**src/core/host_port_pkg.sv**
```systemverilog
// constants and types shared by the split-strobe host bus port
// assumes a single 250 MHz clock, with all host pins synchronous to it
`default_nettype none
package host_port_pkg;

  // ----------------------------------------------------------------
  // bus geometry
  // ----------------------------------------------------------------
  localparam int ADDR_W = 18;  // one 256K byte block per space
  localparam int DATA_W = 16;
  localparam int BYTE_W = 8;
  localparam int ADDR_LSB = 0;  // byte select bit

  // ----------------------------------------------------------------
  // byte lane enables
  // ----------------------------------------------------------------
  localparam logic [1:0] LANE_NONE = 2'h0;
  localparam logic [1:0] LANE_LO = 2'h1;
  localparam logic [1:0] LANE_HI = 2'h2;
  localparam logic [1:0] LANE_BOTH = 2'h3;

  // ----------------------------------------------------------------
  // space select and strap meanings
  // ----------------------------------------------------------------
  localparam logic SPACE_REG = 1'b0;  // first block
  localparam logic SPACE_MEM = 1'b1;  // second block
  localparam logic POL_ACTIVE_HIGH = 1'b1;
  localparam logic DIV_TWO = 1'b1;  // 2:1, else 1:1

  // ----------------------------------------------------------------
  // reset values
  // ----------------------------------------------------------------
  localparam logic WAIT_PIN_RESET = 1'b1;  // released for active low
  localparam logic OE_N_RESET = 1'b1;
  localparam logic [15:0] DATA_RESET = 16'h0000;
  localparam logic [17:0] ADDR_RESET = 18'h00000;

  // ----------------------------------------------------------------
  // access sequencer states
  // ----------------------------------------------------------------
  typedef enum logic [1:0] {
    ST_IDLE = 2'b00,
    ST_ARB = 2'b01,
    ST_DONE = 2'b10
  } port_state_e;

endpackage
`default_nettype wire

```
**src/core/port_cfg_if.sv**
```systemverilog
// strap results and internal bus clock enable passed to the sequencer
// assumes one clock domain on both ends
`timescale 1ns/1ns
`default_nettype none
interface port_cfg_if;
  logic valid;  // straps captured
  logic hold_pol;  // wait level when holding the host
  logic big_endian;
  logic bus_en;  // internal bus / memory clock enable

  modport src (output valid, hold_pol, big_endian, bus_en);
  modport dst (input valid, hold_pol, big_endian, bus_en);
endinterface
`default_nettype wire

```
**src/core/strap_clock_gen.sv**
```systemverilog
// strap capture after reset release and internal bus clock enable divider
// assumes strap pins are stable around the release of rst_n_i
`timescale 1ns/1ns
`default_nettype none
module strap_clock_gen
  import host_port_pkg::*;
(
  // clock and reset
  input wire logic clock_i,
  input wire logic rst_n_i,
  // straps
  input wire logic endian_strap_i,
  input wire logic hold_polarity_strap_i,
  input wire logic clk_div_strap_i,
  // results
  port_cfg_if.src cfg
);

  typedef struct packed {
    logic valid;
    logic hold_pol;
    logic big_endian;
    logic div2;
    logic phase;
    logic bus_en;
  } gen_s;

  gen_s r;
  gen_s next_r;

  // ----------------------------------------------------------------
  // next state
  // ----------------------------------------------------------------
  // straps read only once, in the first clock after release
  always_comb begin
    next_r = r;
    if (!r.valid) begin
      next_r.valid = 1'b1;
      next_r.hold_pol = hold_polarity_strap_i;
      next_r.big_endian = endian_strap_i;
      next_r.div2 = clk_div_strap_i;
    end
    // enable every cycle at 1:1, every second cycle at 2:1
    next_r.phase = r.div2 ? ~r.phase : 1'b0;
    next_r.bus_en = r.valid && (r.div2 != DIV_TWO || r.phase);
  end

  always_ff @(posedge clock_i or negedge rst_n_i) begin
    if (!rst_n_i) begin
      r <= '0;
    end else begin
      r <= next_r;
    end
  end

  assign cfg.valid = r.valid;
  assign cfg.hold_pol = r.hold_pol;
  assign cfg.big_endian = r.big_endian;
  assign cfg.bus_en = r.bus_en;
endmodule
`default_nettype wire

```
**src/core/split_strobe_host_bus_port.sv**
```systemverilog
// split-strobe host bus slave port: host access to registers and display buffer
// assumes host pins synchronous to clock_i and an outside arbiter that
// acknowledges internal requests once display refresh yields the resource
`timescale 1ns/1ns
`default_nettype none

module split_strobe_host_bus_port
  import host_port_pkg::*;
(
  // clock and reset
  input wire logic clock_i,
  input wire logic rst_n_i,
  // straps
  input wire logic endian_strap_i,
  input wire logic hold_polarity_strap_i,
  input wire logic clk_div_strap_i,
  // host bus
  input wire logic [ADDR_W-1:0] addr_in_i,
  input wire logic [DATA_W-1:0] data_io_i,
  output logic [DATA_W-1:0] data_io_o,
  output logic data_io_oe_n_o,
  input wire logic chip_sel_n_i,
  input wire logic mem_reg_sel_i,
  input wire logic high_byte_write_en_i,
  input wire logic low_write_en_i,
  input wire logic read_strobe_n_i,
  input wire logic cycle_begin_n_i,
  input wire logic dir_sel_n_i,
  output logic host_ready_in_o,
  // internal resource side
  output logic int_req_o,
  output logic int_we_o,
  output logic int_space_o,
  output logic [ADDR_W-1:0] int_addr_o,
  output logic [DATA_W-1:0] int_wdata_o,
  output logic [1:0] int_be_o,
  input wire logic int_ack_i,
  input wire logic [DATA_W-1:0] int_rdata_i
);

  // ----------------------------------------------------------------
  // helpers
  // ----------------------------------------------------------------
  // lane select from high byte enable (low = full word) and address bit 0
  function automatic logic [1:0] lanes(input logic hb_n, input logic a0);
    if (!hb_n) begin
      lanes = LANE_BOTH;
    end else begin
      lanes = a0 ? LANE_HI : LANE_LO;
    end
  endfunction

  // byte order swap; used for both directions
  function automatic logic [DATA_W-1:0] order(input logic [DATA_W-1:0] d, input logic big);
    order = big ? {d[BYTE_W-1:0], d[DATA_W-1:BYTE_W]} : d;
  endfunction

  port_cfg_if cfg ();

  strap_clock_gen u_gen (
    .clock_i(clock_i),
    .rst_n_i(rst_n_i),
    .endian_strap_i(endian_strap_i),
    .hold_polarity_strap_i(hold_polarity_strap_i),
    .clk_div_strap_i(clk_div_strap_i),
    .cfg(cfg.src)
  );

  typedef struct packed {
    port_state_e st;
    logic wait_pin;
    logic oe_n;
    logic [DATA_W-1:0] dout;
    logic req;
    logic we;
    logic space;
    logic [ADDR_W-1:0] addr;
    logic [DATA_W-1:0] wdata;
    logic [1:0] be;
  } port_s;

  port_s r;
  port_s next_r;

  // ----------------------------------------------------------------
  // strobe decode
  // ----------------------------------------------------------------
  // cycle begin and direction pins are ignored in this mode
  logic rd_act;
  logic wr_act;
  logic start;
  assign rd_act = !chip_sel_n_i && !read_strobe_n_i;
  assign wr_act = !chip_sel_n_i && !low_write_en_i;
  assign start = r.st == ST_IDLE && cfg.valid && (rd_act || wr_act);

  // ----------------------------------------------------------------
  // next state
  // ----------------------------------------------------------------
  always_comb begin
    next_r = r;
    unique case (r.st)
      ST_IDLE: begin
        // idle level follows the strap once it is known
        next_r.wait_pin = cfg.valid ? ~cfg.hold_pol : WAIT_PIN_RESET;
        if (start) begin
          next_r.st = ST_ARB;
          next_r.wait_pin = cfg.hold_pol;
          next_r.we = wr_act && !rd_act;
          next_r.space = mem_reg_sel_i;
          next_r.addr = addr_in_i;
          next_r.wdata = order(data_io_i, cfg.big_endian);
          next_r.be = lanes(high_byte_write_en_i, addr_in_i[ADDR_LSB]);
        end
      end
      ST_ARB: begin
        // request moves only on internal bus clock edges
        if (cfg.bus_en) begin
          next_r.req = 1'b1;
          if (r.req && int_ack_i) begin
            // arbitration over: release wait with data on the same edge
            next_r.req = 1'b0;
            next_r.st = ST_DONE;
            next_r.wait_pin = ~cfg.hold_pol;
            if (!r.we) begin
              next_r.dout = order(int_rdata_i, cfg.big_endian);
              next_r.oe_n = 1'b0;
            end
          end
        end
      end
      ST_DONE: begin
        // hold read data until the host lets go of the strobes
        if (chip_sel_n_i || (read_strobe_n_i && low_write_en_i)) begin
          next_r.st = ST_IDLE;
          next_r.oe_n = OE_N_RESET;
        end
      end
      default: begin
        // unused code: back to idle with the data bus released
        next_r.st = ST_IDLE;
        next_r.oe_n = OE_N_RESET;
      end
    endcase
  end

  always_ff @(posedge clock_i or negedge rst_n_i) begin
    if (!rst_n_i) begin
      r <= '{st: ST_IDLE, wait_pin: WAIT_PIN_RESET, oe_n: OE_N_RESET, dout: DATA_RESET,
             req: 1'b0, we: 1'b0, space: SPACE_REG, addr: ADDR_RESET, wdata: DATA_RESET,
             be: LANE_NONE};
    end else begin
      r <= next_r;
    end
  end

  // ----------------------------------------------------------------
  // outputs, all straight from the state register
  // ----------------------------------------------------------------
  assign host_ready_in_o = r.wait_pin;
  assign data_io_o = r.dout;
  assign data_io_oe_n_o = r.oe_n;
  assign int_req_o = r.req;
  assign int_we_o = r.we;
  assign int_space_o = r.space;
  assign int_addr_o = r.addr;
  assign int_wdata_o = r.wdata;
  assign int_be_o = r.be;
endmodule
`default_nettype wire

```
**config.mk**
```make
export PLATFORM = sky130hd
export DESIGN_NAME = split_strobe_host_bus_port
export DESIGN_NICKNAME = d
export VERILOG_FILES = /design/src/core/host_port_pkg.sv /design/src/core/port_cfg_if.sv /design/src/core/strap_clock_gen.sv /design/src/core/split_strobe_host_bus_port.sv
export SDC_FILE = /design/constraint.sdc
export NUM_CORES = 1
export LEC_CHECK = 0
export BUFFER_PORTS_ARGS = -buffer_cell sky130_fd_sc_hd__buf_4
export CORE_MARGIN = 8
export CORE_UTILIZATION = 53
export DETAILED_ROUTE_END_ITERATION = 12
export GPL_TIMING_DRIVEN = 0
export PLACE_DENSITY = 0.83
export REMOVE_ABC_BUFFERS = 1
export SLEW_MARGIN = 0
export SYNTH_ARGS = -nofsm -noshare
export SYNTH_HDL_FRONTEND = slang
export SYNTH_SLANG_ARGS = --single-unit
```
**constraint.sdc**
```tcl
create_clock -name clock_i -period 2.6 [get_ports clock_i]
set_input_delay 0.13 -clock clock_i [delete_from_list [all_inputs] [get_ports clock_i]]
set_output_delay 0.13 -clock clock_i [all_outputs]
set_load 0.1 [all_outputs]
```
==> flow_summary.toml <==
[clock_network]
cts.sinks = 65
cts_buffer_depth = 2
clkTransAtPathRegs_ps = 70
clock_latency_ps = 330
post_cts_buffers = 0
cts_tree = "yes"
clockRootBuffer = "clkbuf_8"
cts_buffers = 9
cts_max_level = 3

[worst_hold_path]
min-delay-start = "endian_strap_i"
min_to = "u_gen.cfg.big_endian$_DFFE_PN0N_"
holdCritPathClass = "in2reg"
holdPathStages = 2

[logic_synthesis]
yosys.area_share.adder_pct = 0
synthArstFlopShare_pct = 100.0
synth_top_family_by_area = "buffers and inverters"
yosys_warnings = 0
synth_area_per_cell_um2 = 9.675
synth-seq-cells = 65
synth_mux_area_share_pct = 10.77
synth_top_area_cell = "dfrtp_1"
synthTopCellsByArea = "dfrtp_1 50%, buf_4 12%, nand2_1 11%"
synth_edf_count = 0
synthXorXnorAreaFrac_pct = 0
synth_top_area_share_pct = 49.53
synth_compound_area_share_pct = 8.530
ys.flop_type = "dfrtp_1"
synth_area_mm2 = 0.003183
synth.distinct_cells = 29
syn_inst = 329
yosys.area_share.simple_pct = 13.99
yosysSeqAreaShare_pct = 51.18

[setup_path]
r2r-end = "int_be_o[0]$_DFFE_PN0P_"
r2r_slack_ps = 190
r2r_start = "r[58]$_DFFE_PN0P_"
reg2regPathDepth = 5
cp.arrival_ps = 2680
required_ps = 2870
critical_path_class = "reg2reg"
cp_max_fo = 23
worstSetupStartpointType = "flop"
cp-end-kind = "flop"

[global_routing]
met1_usage_pct = 19.54
grt_max_degree = 66
grt-ovfl-total = 0
grtUsageTotal_pct = 18.18
grtUsageMet2_pct = 30.79
grt_pass1_wl_um = 12440
met3_usage_pct = 6.410
grt_pass1_vias = 2615
antenna_found_initial = 0
busiest_layer = "met2"

[timing]
clock.fmax_mhz = 414.3
fin_crit_sh_pct = 92.84
final_hold_viol_count = 0
setup_violations = 0
finalSetupTns_ps = 0
drv_slew = 0
min_period_ps = 2414
rsz0062_at_grt = "no"
relSlewSlack_pct = 38.13
clock_skew_ps = 11.15
worstMarginPinSlew_ps = 928.1
whs_ps = 33.58
setup_slack_ps = 186.2

[floorplanning]
die_w_um = 93.50
rows = 28
dieArea_mm2 = 0.008741
io_pins = 120
die_y_um = 93.50
start_util_pct = 54.41
core-area_mm2 = 0.005851

[placed_design]
gp_congestion = 0.7538
placed_area_mm2 = 0.003684
pre_cts_ws_ps = 625.8
dp_hpwl_um = 5173
port_buffers = 117

[final_layout]
final_common_cell = "buf_4"
layout.nets = 474
multi_input_area_mm2 = 0.001066
drive_gt1_share_pct = 34.22
final_cell_mix = "117 x buf_4, 91 x nand2_1, 62 x dfrtp_1"
syn_to_final_growth_pct = 29.25
finalInstanceArea_mm2 = 0.004114
fill_cells = 428
seq_area_mm2 = 0.001630
insertedDiodeCount = 0

[drt]
initialDrtViolationCount = 78
wl_um = 7615
route.detailed.drc = 0
vias = 2435
wl_per_cell_um = 15.54
ant_nets = 0
routed_via_density = 4.969
drtPass1Iterations = 4

[run_status]
status = "finished, final reports clean"

[run]
maxCapViolCount = 0
## Yosys cell counts (2+ instances only)
cell type / n
nor2_1: 7
a31oi_1: 2
mux2i_1: 32
nand2_1: 92
buf_4: 52
buf_1: 2
buf_2: 2
o21ai_1: 13
buf_6: 3
clkbuf_1: 9
mux2_2: 2
o21ai_0: 24
a21oi_1: 6
dfstp_2: 2
nor2b_1: 2
dfrtp_1: 63
inv_1: 4
## cells by family (layout without fill, tap and decap cells)
logic type	after synthesis	count (layout)
muxes	34	34
buffers and inverters	72	158
AOI/OAI and AO/OA	49	49
other	1	1
DFF	65	65
and+or+nand+nor	108	108
## worst max path at each step
stage	slack, ps	to	depth (start not counted)	from
detailed placement	630	host_ready_in_o$_DFFE_PN1P_	4	r[58]$_DFFE_PN0P_
floorplan	450	data_io_o[14]$_DFFE_PN0P_	4	int_req_o$_DFFE_PN0P_
global route	20	int_be_o[0]$_DFFE_PN0P_	5	r[58]$_DFFE_PN0P_
global placement	250	int_wdata_o[8]$_DFFE_PN0P_	4	r[58]$_DFFE_PN0P_
finish	190	int_be_o[0]$_DFFE_PN0P_	5	r[58]$_DFFE_PN0P_
CTS	180	int_be_o[0]$_DFFE_PN0P_	4	r[58]$_DFFE_PN0P_
## per-stage QoR
stage / utilization, % / cells
2_1_floorplan: - / 261
3_3_place_gp: 62.90 / 453
3_5_place_dp: 62.96 / 453
4_1_cts: 70.32 / 490
5_1_grt: 70.32 / 490
6_report: 70.32 / 490
## layer usage
metal	vias up	part of all wire, %
met5	-	0
met3	12	8.5
li1	1188	-
met1	1159	39
met4	0	2.3
met2	76	50
## critical path, cell delays in order (launching register included)
cell           delay (ps)
dfrtp_1               470
or4b_4                610
a21oi_4               490
nor2_1                 80
a31oi_1               150
dlygate4sd3_1         560
## sequential cells by signal, indices dropped and copies added (netlist names)
signal / cells
int_req_o: 1
int_we_o: 1
int_space_o: 1
r: 2
u_gen.cfg.valid: 1
data_io_o: 16
data_io_oe_n_o: 1
u_gen.cfg.hold_pol: 1
host_ready_in_o: 1
int_be_o: 2
u_gen.cfg.big_endian: 1
int_addr_o: 18
u_gen.cfg.bus_en: 1
u_gen.r: 2
int_wdata_o: 16
## final cells by class
| type | instances | area share, % |
|---|---|---|
| Sequential cell | 65 | 39.63 |
| Timing Repair Buffer | 139 | 26.70 |
| Multi-Input combinational cell | 192 | 25.91 |
| Clock buffer | 12 | 3.528 |
| Tap cell | 75 | 2.281 |
| Clock inverter | 3 | 1.582 |
| Inverter | 4 | 0.3650 |
## timing repair
action / 4_1_cts / 5_1_grt
endpoints found under the hold margin: 83 / 0
hold buffers: 22 / 0
resized for setup: 0 / 0
Power is left out: the tool's default activity adds up to more than one toggle a clock period on the data nets, which glitch-free logic cannot reach.
